### config.mk
export PLATFORM = sky130hd
export DESIGN_NAME = tmr_core
export DESIGN_NICKNAME = d
export VERILOG_FILES = /design/src/hw/tmr_pkg.sv /design/src/hw/tmr_core.sv
export SDC_FILE = /design/constraint.sdc
export NUM_CORES = 1
export LEC_CHECK = 0
export BUFFER_PORTS_ARGS = -buffer_cell sky130_fd_sc_hd__buf_2
export CAP_MARGIN = 40
export CORE_MARGIN = 1.5
export CORE_UTILIZATION = 53
export CTS_CLUSTER_DIAMETER = 150
export DETAILED_ROUTE_END_ITERATION = 16
export GPL_TIMING_DRIVEN = 0
export PLACE_DENSITY = 0.75
export SLEW_MARGIN = 25
export SYNTH_ARGS = -nofsm -noshare
export SYNTH_HDL_FRONTEND = slang
export SYNTH_SLANG_ARGS = --single-unit
### constraint.sdc
create_clock -name clock -period 2.75 [get_ports clock]
set_clock_uncertainty 0.15 [all_clocks]
set_input_delay 0.275 -clock clock [delete_from_list [all_inputs] [get_ports clock]]
set_output_delay 0.275 -clock clock [all_outputs]
set_load 0.05 [all_outputs]
### src/hw/tmr_pkg.sv
/*
 16-bit waveform timer package: register map, field layouts, reset values and modes.
 assumes a classic 32-bit wishbone slave with word-aligned registers.
*/
package tmr_pkg;
   localparam logic [7:0] TMR_CTRL_OFS = 8'h00;
   localparam logic [7:0] TMR_FLAG_OFS = 8'h04;
   localparam logic [7:0] TMR_CNT_OFS = 8'h08;
   localparam logic [7:0] TMR_CMPA_OFS = 8'h0c;
   localparam logic [7:0] TMR_CMPB_OFS = 8'h10;
   localparam logic [7:0] TMR_CAP_OFS = 8'h14;
   localparam logic [7:0] TMR_PIN_OFS = 8'h18;
   localparam int TMR_WGM_LSB = 0;
   localparam int TMR_CS_LSB = 4;
   localparam int TMR_COMA_LSB = 8;
   localparam int TMR_COMB_LSB = 10;
   localparam int TMR_FOVF = 0;
   localparam int TMR_FCMPA = 1;
   localparam int TMR_FCMPB = 2;
   localparam int TMR_FCAP = 3;
   localparam logic [15:0] TMR_MAX = 16'hffff;
   localparam logic [15:0] TMR_ZERO = 16'h0000;
   localparam logic [15:0] TMR_TOP8 = 16'h00ff;
   localparam logic [15:0] TMR_TOP9 = 16'h01ff;
   localparam logic [15:0] TMR_TOP10 = 16'h03ff;
   localparam logic [15:0] TMR_RST16 = 16'h0000;
   localparam logic [11:0] TMR_CTRL_RST = 12'h000;
   localparam logic [3:0] TMR_M_NORMAL = 4'h0;
   localparam logic [3:0] TMR_M_CTC_A = 4'h4;
   localparam logic [3:0] TMR_M_FP8 = 4'h5;
   localparam logic [3:0] TMR_M_FP9 = 4'h6;
   localparam logic [3:0] TMR_M_FP10 = 4'h7;
   localparam logic [3:0] TMR_M_CTC_CAP = 4'hc;
   localparam logic [3:0] TMR_M_FP_CAP = 4'he;
   localparam logic [3:0] TMR_M_FP_A = 4'hf;
   localparam logic [1:0] TMR_OA_NONE = 2'h0;
   localparam logic [1:0] TMR_OA_TOGGLE = 2'h1;
   localparam logic [1:0] TMR_OA_CLR = 2'h2;
   localparam logic [1:0] TMR_OA_SET = 2'h3;
   // prescale choices: 0 stopped, then 1, 8, 64, 256, 1024 clocks per tick
   localparam logic [10:0] TMR_DIV8 = 11'h007;
   localparam logic [10:0] TMR_DIV64 = 11'h03f;
   localparam logic [10:0] TMR_DIV256 = 11'h0ff;
   localparam logic [10:0] TMR_DIV1024 = 11'h3ff;
   typedef struct packed {
      logic [1:0] action_b;
      logic [1:0] action_a;
      logic [3:0] clk_sel;
      logic [3:0] waveform_mode_field;
   } tmr_ctrl_s;
   typedef struct packed {
      logic cyc;
      logic stb;
      logic we;
      logic [3:0] sel;
      logic [7:0] adr;
      logic [31:0] dat;
   } tmr_wb_req_s;
endpackage

### src/hw/tmr_core.sv
/*
 16-bit timer with normal, clear-on-match and fast pwm modes behind a wishbone slave.
 assumes a classic wishbone master on the same 20 MHz clock; pin direction comes from a register.
*/
// Implementation choices: the address map and the Wishbone register port.
`timescale 1ns/10ps
// What this block does
// RL1: mode 0 always counts up, never clears, wraps from maximum to zero.
// RL2: normal mode sets overflow when counter becomes zero; counting never clears it.
// RL3: software may write the counter at any time in normal mode.
// RL4: clear-on-match clears at compare A (mode 4) or capture (mode 12).
// RL5: clear-on-match compare A is unbuffered; top below count wraps through maximum.
// RL6: clear-on-match sets compare A or capture flag when count reaches top.
// RL7: output action 1 toggles output A on every match in clear-on-match.
// RL8: waveform reaches the pin only when its direction bit selects output.
// RL9: clear-on-match sets overflow only on maximum to zero roll.
// RL10: fast pwm top is 0xff, 0x1ff, 0x3ff, capture or compare A by mode.
// RL11: fast pwm counts up to top then clears on the following tick.
// RL12: non-inverting clears on match, sets at zero; inverting does the opposite.
// RL13: fast pwm action 2 and 3 select the two opposite polarities.
// RL14: fast pwm sets overflow at top, plus compare A or capture flag if top source.
// RL15: fixed top modes mask compare writes above the selected resolution.
// RL16: capture as top acts immediately; lower value wraps through zero first.
// RL17: fast pwm buffers compare A writes, loading them when the counter hits top.
// RL18: software keeps top at or above every compare value.
// RL19: software keeps a variable top at 0x0003 or more.
// RL20: fast pwm period is top plus one prescaled ticks.
// RL21: flags clear when software writes a one to them.
// RL22: output action 0 leaves the output state alone on matches.
// RL23: a counter write blocks compare matches on the next tick.
// RL24: counting, flag setting and output changes happen only on prescaled ticks.
module tmr_core
   import tmr_pkg::*;
(
   input wire logic clock, // 20 MHz clock
   input wire logic rstn, // synchronous reset, active low
   input wire tmr_pkg::tmr_wb_req_s wb_req, // wishbone request
   output logic [31:0] wb_dat_o, // wishbone read data
   output logic wb_ack_o, // wishbone acknowledge
   output logic wave_out_a, // pin level for channel a
   output logic wave_out_a_oe, // channel a pin driven
   output logic wave_out_b, // pin level for channel b
   output logic wave_out_b_oe // channel b pin driven
);
   tmr_ctrl_s ctrl_r;
   logic [3:0] flags_r;
   logic [15:0] counter_value_r;
   logic [15:0] compare_a_value_r;
   logic [15:0] compare_a_buf_r;
   logic [15:0] compare_b_value_r;
   logic [15:0] compare_b_buf_r;
   logic [15:0] capture_value_r;
   logic [1:0] pin_dir_r;
   logic [1:0] wave_r;
   logic [10:0] pre_r;
   logic block_r;
   logic tick;
   logic acc;
   logic wr;
   logic cnt_wr;
   logic [15:0] top;
   logic [15:0] mask;
   logic at_top;
   logic at_max;
   logic fast;
   logic clear_on_match_mode;
   logic match_a;
   logic match_b;
   logic [15:0] wdat;

   function automatic logic is_fast(input logic [3:0] m);
      is_fast = (m == TMR_M_FP8) || (m == TMR_M_FP9) || (m == TMR_M_FP10) ||
         (m == TMR_M_FP_CAP) || (m == TMR_M_FP_A);
   endfunction

   function automatic logic [15:0] fixed_mask(input logic [3:0] m);
      case (m)
         TMR_M_FP8: fixed_mask = TMR_TOP8;
         TMR_M_FP9: fixed_mask = TMR_TOP9;
         TMR_M_FP10: fixed_mask = TMR_TOP10;
         default: fixed_mask = TMR_MAX;
      endcase
   endfunction

   assign acc = wb_req.cyc && wb_req.stb;
   assign wr = acc && wb_req.we && !wb_ack_o;
   assign wdat = wb_req.dat[15:0];
   assign cnt_wr = wr && (wb_req.adr == TMR_CNT_OFS);
   assign fast = is_fast(ctrl_r.waveform_mode_field);
   assign clear_on_match_mode = (ctrl_r.waveform_mode_field == TMR_M_CTC_A) ||
      (ctrl_r.waveform_mode_field == TMR_M_CTC_CAP);
   assign mask = fixed_mask(ctrl_r.waveform_mode_field);

   always_comb
   begin
      case (ctrl_r.waveform_mode_field)
         TMR_M_CTC_A, TMR_M_FP_A: top = compare_a_value_r; // RL4 RL10
         TMR_M_CTC_CAP, TMR_M_FP_CAP: top = capture_value_r; // RL4 RL10 RL16
         TMR_M_FP8: top = TMR_TOP8; // RL10
         TMR_M_FP9: top = TMR_TOP9; // RL10
         TMR_M_FP10: top = TMR_TOP10; // RL10
         default: top = TMR_MAX;
      endcase
   end

   assign at_top = (counter_value_r == top) && !block_r;
   assign at_max = (counter_value_r == TMR_MAX);
   assign match_a = (counter_value_r == compare_a_value_r) && !block_r; // RL23
   assign match_b = (counter_value_r == compare_b_value_r) && !block_r; // RL23

   // prescaler: tick every 1, 8, 64, 256 or 1024 clocks; none when stopped
   always_ff @(posedge clock)
   begin
      if (!rstn || ctrl_r.clk_sel == 4'h0 || ctrl_r.clk_sel > 4'h5)
         pre_r <= 11'h000;
      else
         pre_r <= pre_r + 11'h001;
   end

   always_comb
   begin
      case (ctrl_r.clk_sel)
         4'h1: tick = 1'b1;
         4'h2: tick = (pre_r[2:0] == TMR_DIV8[2:0]);
         4'h3: tick = (pre_r[5:0] == TMR_DIV64[5:0]);
         4'h4: tick = (pre_r[7:0] == TMR_DIV256[7:0]);
         4'h5: tick = (pre_r[9:0] == TMR_DIV1024[9:0]);
         default: tick = 1'b0; // RL24
      endcase
   end

   // compare blocking lasts until the next tick after a counter write
   always_ff @(posedge clock)
   begin
      if (!rstn)
         block_r <= 1'b0;
      else if (cnt_wr)
         block_r <= 1'b1; // RL23
      else if (tick)
         block_r <= 1'b0;
   end

   always_ff @(posedge clock)
   begin
      if (!rstn)
         counter_value_r <= TMR_RST16;
      else if (cnt_wr)
         counter_value_r <= wdat; // RL3
      else if (tick)
      begin
         if ((clear_on_match_mode || fast) && at_top)
            counter_value_r <= TMR_ZERO; // RL4 RL11 RL20
         else
            counter_value_r <= counter_value_r + 16'h0001; // RL1 RL5 RL16 RL24
      end
   end

   always_ff @(posedge clock)
   begin
      if (!rstn)
         ctrl_r <= TMR_CTRL_RST;
      else if (wr && wb_req.adr == TMR_CTRL_OFS)
         ctrl_r <= wb_req.dat[11:0];
   end

   always_ff @(posedge clock)
   begin
      if (!rstn)
         pin_dir_r <= 2'h0;
      else if (wr && wb_req.adr == TMR_PIN_OFS)
         pin_dir_r <= wb_req.dat[1:0];
   end

   always_ff @(posedge clock)
   begin
      if (!rstn)
         capture_value_r <= TMR_RST16;
      else if (wr && wb_req.adr == TMR_CAP_OFS)
         capture_value_r <= wdat; // RL16
   end

   // compare a: buffered in fast pwm, direct otherwise
   always_ff @(posedge clock)
   begin
      if (!rstn)
      begin
         compare_a_buf_r <= TMR_RST16;
         compare_b_buf_r <= TMR_RST16;
      end
      else
      begin
         if (wr && wb_req.adr == TMR_CMPA_OFS)
            compare_a_buf_r <= wdat & mask; // RL15 RL17
         if (wr && wb_req.adr == TMR_CMPB_OFS)
            compare_b_buf_r <= wdat & mask; // RL15
      end
   end

   always_ff @(posedge clock)
   begin
      if (!rstn)
      begin
         compare_a_value_r <= TMR_RST16;
         compare_b_value_r <= TMR_RST16;
      end
      else if (!fast)
      begin
         compare_a_value_r <= compare_a_buf_r; // RL5
         compare_b_value_r <= compare_b_buf_r;
      end
      else if (tick && at_top)
      begin
         compare_a_value_r <= compare_a_buf_r; // RL17
         compare_b_value_r <= compare_b_buf_r;
      end
   end

   // flags: hardware set wins over a software write-one clear
   logic [3:0] fset;
   logic [3:0] fclr;
   always_comb
   begin
      fset = 4'h0;
      if (tick)
      begin
         if (fast)
         begin
            fset[TMR_FOVF] = at_top; // RL14
            fset[TMR_FCAP] = at_top && (ctrl_r.waveform_mode_field == TMR_M_FP_CAP); // RL14
            fset[TMR_FCMPA] = match_a; // RL14
         end
         else
         begin
            fset[TMR_FOVF] = at_max; // RL2 RL9
            fset[TMR_FCAP] = clear_on_match_mode && at_top &&
               (ctrl_r.waveform_mode_field == TMR_M_CTC_CAP); // RL6
            fset[TMR_FCMPA] = match_a; // RL6
         end
         fset[TMR_FCMPB] = match_b;
      end
      fclr = (wr && wb_req.adr == TMR_FLAG_OFS) ? wb_req.dat[3:0] : 4'h0;
   end

   always_ff @(posedge clock)
   begin
      if (!rstn)
         flags_r <= 4'h0;
      else
         flags_r <= (flags_r & ~fclr) | fset; // RL21 RL2
   end

   // output state per channel
   genvar g;
   generate
      for (g = 0; g < 2; g++)
      begin : g_wave
         logic [1:0] act;
         logic m;
         assign act = (g == 0) ? ctrl_r.action_a : ctrl_r.action_b;
         assign m = (g == 0) ? match_a : match_b;
         always_ff @(posedge clock)
         begin
            if (!rstn)
               wave_r[g] <= 1'b0;
            else if (tick && act != TMR_OA_NONE) // RL22 RL24
            begin
               if (fast && act != TMR_OA_TOGGLE)
               begin
                  if (m)
                     wave_r[g] <= (act == TMR_OA_SET); // RL12 RL13
                  else if (at_top)
                     wave_r[g] <= (act != TMR_OA_SET); // RL12 RL13
               end
               else if (act == TMR_OA_TOGGLE)
               begin
                  if (m && (g == 0 || !fast))
                     wave_r[g] <= ~wave_r[g]; // RL7
               end
               else if (m)
                  wave_r[g] <= (act == TMR_OA_SET);
            end
         end
      end
   endgenerate

   assign wave_out_a = wave_r[0];
   assign wave_out_b = wave_r[1];
   assign wave_out_a_oe = pin_dir_r[0]; // RL8
   assign wave_out_b_oe = pin_dir_r[1]; // RL8

   // wishbone: one-cycle registered answer
   always_ff @(posedge clock)
   begin
      if (!rstn)
         wb_ack_o <= 1'b0;
      else
         wb_ack_o <= acc && !wb_ack_o;
   end

   always_ff @(posedge clock)
   begin
      if (!rstn)
         wb_dat_o <= 32'h0000_0000;
      else if (acc && !wb_ack_o)
      begin
         case (wb_req.adr)
            TMR_CTRL_OFS: wb_dat_o <= {20'h00000, ctrl_r};
            TMR_FLAG_OFS: wb_dat_o <= {28'h0000000, flags_r};
            TMR_CNT_OFS: wb_dat_o <= {16'h0000, counter_value_r};
            TMR_CMPA_OFS: wb_dat_o <= {16'h0000, compare_a_buf_r};
            TMR_CMPB_OFS: wb_dat_o <= {16'h0000, compare_b_buf_r};
            TMR_CAP_OFS: wb_dat_o <= {16'h0000, capture_value_r};
            TMR_PIN_OFS: wb_dat_o <= {30'h0, pin_dir_r};
            default: wb_dat_o <= 32'h0000_0000;
         endcase
      end
   end

   // checks
   ovf_normal_a: assert property (@(posedge clock) disable iff (!rstn)
      (tick && !fast && at_max && !cnt_wr) |=>
      flags_r[TMR_FOVF] && counter_value_r == TMR_ZERO)
      else $error("overflow flag missed at wrap"); // RL2
   ctc_clear_a: assert property (@(posedge clock) disable iff (!rstn)
      (tick && clear_on_match_mode && at_top && !cnt_wr) |=> counter_value_r == TMR_ZERO)
      else $error("clear-on-match did not clear"); // RL4
   ctc_ovf_a: assert property (@(posedge clock) disable iff (!rstn)
      (clear_on_match_mode && !at_max && !fclr[TMR_FOVF] && !flags_r[TMR_FOVF]) |=> !flags_r[TMR_FOVF])
      else $error("overflow set outside wrap"); // RL9
   fast_load_a: assert property (@(posedge clock) disable iff (!rstn)
      (tick && fast && at_top) |=> compare_a_value_r == $past(compare_a_buf_r))
      else $error("compare buffer not loaded at top"); // RL17
   fast_hold_a: assert property (@(posedge clock) disable iff (!rstn)
      (fast && $past(fast) && !$past(tick && at_top)) |-> $stable(compare_a_value_r))
      else $error("compare changed mid period"); // RL17
   pin_vis_a: assert property (@(posedge clock) disable iff (!rstn)
      (wr && wb_req.adr == TMR_PIN_OFS) |=> wave_out_a_oe == $past(wb_req.dat[0]))
      else $error("pin enable wrong"); // RL8
   no_tick_a: assert property (@(posedge clock) disable iff (!rstn)
      (!tick && !$past(cnt_wr)) ##1 !$past(cnt_wr) |-> $stable(wave_r))
      else $error("output moved without a tick"); // RL24
   block_a: assert property (@(posedge clock) disable iff (!rstn)
      cnt_wr |=> block_r && !fset[TMR_FCMPA] && !fset[TMR_FCMPB])
      else $error("match not blocked after counter write"); // RL23
   mask_a: assert property (@(posedge clock) disable iff (!rstn)
      (ctrl_r.waveform_mode_field == TMR_M_FP8 && wr && wb_req.adr == TMR_CMPA_OFS)
      |=> compare_a_buf_r[15:8] == 8'h00)
      else $error("fixed top mask missing"); // RL15
   toggle_a: assert property (@(posedge clock) disable iff (!rstn)
      (tick && clear_on_match_mode && match_a && ctrl_r.action_a == TMR_OA_TOGGLE) |=>
      wave_r[0] != $past(wave_r[0]))
      else $error("output a did not toggle"); // RL7
endmodule // tmr_core

# Yosys cells after proc, flatten, opt, wreduce, memory -nomap -nowiden

Index checks and enable logic that the tools add are counted.

$lt $le $gt $ge: 1
$add $sub $neg: 2
Multiplexer cells: 29
Bitwise logic cells: 6
Equality and inequality tests: 37
Reductions and logical operators: 48

Operators with widths:

| cell                                          | count |
|---|---|
| two-way mux 16 bit                            | 7 |
| one-hot mux 16 bit (7 select lines)           | 1 |
| one-hot mux 16 bit (5 select lines)           | 1 |
| == test 16 bit                                | 3 |
| one-hot mux 16 bit (3 select lines)           | 1 |
| == test 4 x 3 -> 1 bit, second input constant | 6 |
| == test 8 x 5 -> 1 bit, second input constant | 3 |
| logical AND 1 bit                             | 24 |
| adder 16 x 1 -> 16 bit, second input constant | 1 |
| AND 16 bit                                    | 1 |
| == test 16 bit, second input constant         | 1 |
| == test 8 x 4 -> 1 bit, second input constant | 2 |
| two-way mux 1 bit                             | 16 |
| == test 4 bit, second input constant          | 3 |
| adder 11 x 1 -> 11 bit, second input constant | 1 |
| == test 10 bit, second input constant         | 1 |
| nonzero test 2 bit                            | 5 |
| == test 4 x 2 -> 1 bit, second input constant | 2 |
| == test 8 x 3 -> 1 bit, second input constant | 1 |
| == test 8 bit, second input constant          | 1 |
| logical NOT 8 bit                             | 1 |
| logical OR 1 bit                              | 8 |
| two-way mux 4 bit                             | 2 |
| == test 6 bit, second input constant          | 1 |
| 20 further kinds                              | 30 |

Word-level logic and storage cells: 141
Register bits after elaboration: 161

# Depth between registers and ports, before layout

Depth in word-level cells: 10
Depth in mapped cells: 13
Mapped depth without buffers: 9

# Least setup slack after synthesis

No wires, ideal clock.

Path kind: register to register
From: reg ctrl_r[0] (netlist name)
To: reg counter_value_r[8]
Arrival time: 2.656 ns
Path buffers: 4
Stages on the path, launching flop included: 13
Slack: -0.176 ns
Library setup time: 0.120 ns
Cells stage by stage: dfxtp_1 buf_6 or3_1 buf_2 o221ai_1 xor2_1 nor3_2 nand4_2 or4_1 buf_2 buf_6 a221oi_2 nor2_1

Word-level cells in the longest chain between the ends: 10
Elaborated cells on any way between the ends: 22

RTL lines:

| element                                                                     | RTL line        | source |
|---|---|---|
| start: declaration                                                          | tmr_core.sv:45  | `tmr_ctrl_s ctrl_r;` |
| start signal: assignment                                                    | tmr_core.sv:163 | `ctrl_r <= wb_req.dat[11:0];` |
| branches (longest 6 deep; another with one-hot mux 16 bit (5 select lines)) | -               |  |
| logical AND 1 bit (*)                                                       | tmr_core.sv:151 | `if ((clear_on_match_mode \|\| fast) && at_top)` |
| two-way mux 16 bit (*)                                                      | tmr_core.sv:151 |  |
| two-way mux 16 bit (*)                                                      | tmr_core.sv:149 | `else if (tick)` |
| two-way mux 16 bit (*)                                                      | tmr_core.sv:147 | `else if (cnt_wr)` |
| end signal: assignment                                                      | tmr_core.sv:148 | `counter_value_r <= wdat;` |
| end signal: assignment                                                      | tmr_core.sv:154 | `counter_value_r <= counter_value_r + 16'h0001;` |
| end: declaration                                                            | tmr_core.sv:47  | `logic [15:0] counter_value_r;` |

Mark *: on every way between the ends. The select of a mux whose other input is x is not followed.
A chain may end at the register's enable or synchronous reset.

# Worst setup path in the final report

From: reg ctrl_r[0] (netlist name)
To: reg counter_value_r[11]

Same word-level chain as after synthesis.

==> results by group <==
Run status
  – Violated checks: setup timing
  – Status: complete, but fails checks

Synth
  – Post-synth EDFFs: 0
  – Yosys reg bits: 144
  – Ys Warns: 0
  – Synth cell types: 67
  – Mapped Cells: 1002
  – Share of flip-flops with an asynchronous set or reset: 0%
  – Top FF cell, synth: dfxtp_1
  – Synthesized cell area: 7570 um^2
  – Syn avg cell area: 7.56 um^2
  – Sequential area share after synthesis: 38.1%

Timing
  – Tmin final: 3.08 ns
  – # setup viols final: 51
  – Post-route setup slack: -0.332 ns
  – Final period utilization: 112%
  – Fin. max-slew vios: 0
  – Actual slew at the worst max-slew pin: 0.786 ns
  – Fmax: 325 MHz
  – Rel. slew slack: 47.1%
  – Hold Violations, Final: 0
  – RSZ-0062 raised after global routing: yes

Die
  – Initial Util: 54.3%
  – Chip height: 123 um
  – Core area: 13900 um^2
  – Row Count: 43
  – Die ar.: 15000 um^2
  – Die Wd: 123 um
  – I/O pin total: 86

Pwr
  – Worst IR Drop VDD: 590 uV
  – Cell area power density: 538 nW/um^2
  – Psw: 1320 uW
  – Clock power frac: 49.5%
  – Sequential group share of total power: 42.9%
  – Tot Pwr: 4950 uW
  – Combinational share of power: 7.6%
  – LEAKAGE: 0.00331 uW
  – Internal Power: 3630 uW
  – Switching share of power: 26.7%

Finish
  – Area growth syn-to-layout: 21.6%
  – Commonest non-fill, non-tap cell in the layout: nand2_1
  – Multi-input gate area: 4420 um^2
  – Register area: 2890 um^2
  – Most frequent cells in the layout: nand2_1 (165), dfxtp_1 (139), a21oi_1 (117)
  – Final nets: 1148
  – Share of cells above drive strength 1: 17.5%
  – Fill cells: 1230
  – ANT cells: 0
  – Fin util: 66.1%

Detailed routing
  – Starting DRT DRC Count: 1337
  – TritonRoute pass-1 iters: 7
  – DRC: 0
  – Total length of routed wires: 29400 um
  – Vias after detailed routing: 8346
  – Post-route ant nets: 0
  – WL/cell: 22.8 um
  – Via-to-Cell Ratio: 6.47

Clock tree
  – Root buffer cell: clkbuf_16
  – Clock sinks: 144
  – CTS H-Tree Depth: 4
  – Clk_lat worst skew: 0.44 ns
  – Clk buf depth: 2
  – Clock-pin slew on the worst setup and hold paths: 0.07 ns
  – CTS tree: yes
  – CTS buffer count: 17

Flow run
  – Max cap viols: 0

Critical path
  – WS Path Type: reg2reg
  – Crit path arrival time: 3.25 ns
  – Max Fanout on Critical Path: 7
  – CP required: 2.92 ns
  – Critical Path End Type: flip-flop
  – Worst setup SP type: flip-flop

Hold path
  – Worst Hold Class: in2reg

Placement
  – HPWL after DPL: 20500 um
  – Port bufs: 48
  – Post-placement setup slack: -0.629 ns
  – GPL Wtd Cong: 1.02

Global route
  – Pin count of the biggest net entering global routing: 17
  – First-pass GRT wire length: 43300 um
  – Overflow left after global routing: 0
  – Initial antenna violation count: 0
  – Global Route Usage Sum: 39.7%
  – Vias in the first global route: 7253
==> power groups by stage <==
stage	Sequential, uW	Combinational [uW]	Clock [uW]
final	2130	377	2450
after global routing	2130	390	2520
after CTS	2120	353	2430
after detailed placement	2150	366	0
after global placement	2150	363	0
after floorplan	2150	224	0
==> stage by stage <==
stage	hold slack [ns]	instances	instance area (um^2)	TNS, ns
2_1_floorplan	0.253	1017	7670	-0.969
3_3_place_gp	0.298	1245	8140	-53.00
3_5_place_dp	0.300	1248	8170	-39.05
4_1_cts	0.00567	1280	9000	-14.61
5_1_grt	0.0258	1289	9210	-17.19
6_report	0.0125	1289	9210	-12.20
==> timing repair <==
item,in CTS,in global routing
buffers inserted,8,6
gates cloned,1,2
endpoints found under the setup margin,64,64
hold buffers,1,0
hold endpoints to repair,1,0
pin swaps,10,12
gates resized for setup,39,53
==> registers in the layout, indices dropped and copies added (netlist names), 2 cells and up <==
signal / flops
compare_b_value_r: 16
pin_dir_r: 2
compare_b_buf_r: 16
capture_value_r: 16
compare_a_buf_r: 16
pre_r: 10
flags_r: 4
compare_a_value_r: 16
wb_dat_o: 16
counter_value_r: 16
g_wave.act: 4
ctrl_r: 8
==> cells in the mapped netlist, drive strengths merged, types with 9 or more instances <==
library cell	count	area [um^2]
nand2	165	619
dfxtp	144	2880
a21oi	119	596
nand3	71	355
nor2	64	240
o21ai	63	315
clkbuf	62	234
xor2	39	342
buf	37	245
a22oi	27	203
nor3	19	100
inv	18	67.6
nor4	16	106
a31oi	12	75.1
a222oi	10	100
o221ai	10	93.8
o31ai	10	88.8
or4	9	67.6
==> metal layers <==
layer	wire [um]	vias to the layer above	global-route usage, %
met4	1980	0	21.4
met2	12200	594	57.2
li1	-	3744	-
met1	11400	3864	53.1
met3	3850	144	11.8
met5	0	-	0.694
==> logic make-up (layout without fill, tap and decap cells) <==
family                   count (synthesis)  count (layout)  share of synthesized area (%)
AO/OA/AOI/OAI                          280             280                           22.7
multiplexers                             4               4                          0.529
AND/OR/NAND/NOR                        408             408                           25.7
other                                    1              16                         0.0495
adder cells (fa/ha/maj)                  3               3                          0.496
XOR/XNOR                                45              45                           5.20
flip-flops                             144             144                           38.1
buffers and inverters                  117             209                           7.22
==> path summary, 6_finish.rpt <==
kind	cells past startpoint	to	from	slack (ns)
min reg2reg	2	compare_b_value_r[6]	compare_b_value_r[6]	0.31
max reg2reg	12	counter_value_r[11]	ctrl_r[0]	-0.33
max	12	counter_value_r[11]	ctrl_r[0]	-0.33
min	3	g_wave[0].act[1]	wb_req[9]	0.01
==> area by class of cell <==
cell class / count / share of cell area, %
Clock inverter: 12 / 1.59
Clock buffer: 20 / 5.07
Timing Repair Buffer: 70 / 4.99
Tap cell: 180 / 2.45
Multi-Input combinational cell: 756 / 47.9
Buffer: 89 / 5.86
Inverter: 18 / 0.734
Sequential cell: 144 / 31.4
==> worst max-delay path, stage by stage (launching register included) <==
cell	delay, ns
dfxtp_2	0.34
buf_6	0.13
or3_4	0.38
buf_8	0.15
o221ai_4	0.20
mux2i_2	0.11
nor3_2	0.23
nand4_2	0.15
or4_4	0.65
buf_12	0.17
buf_16	0.12
nand4b_1	0.08
a31oi_1	0.08
Note: power is estimated with default switching activity, not from simulation.
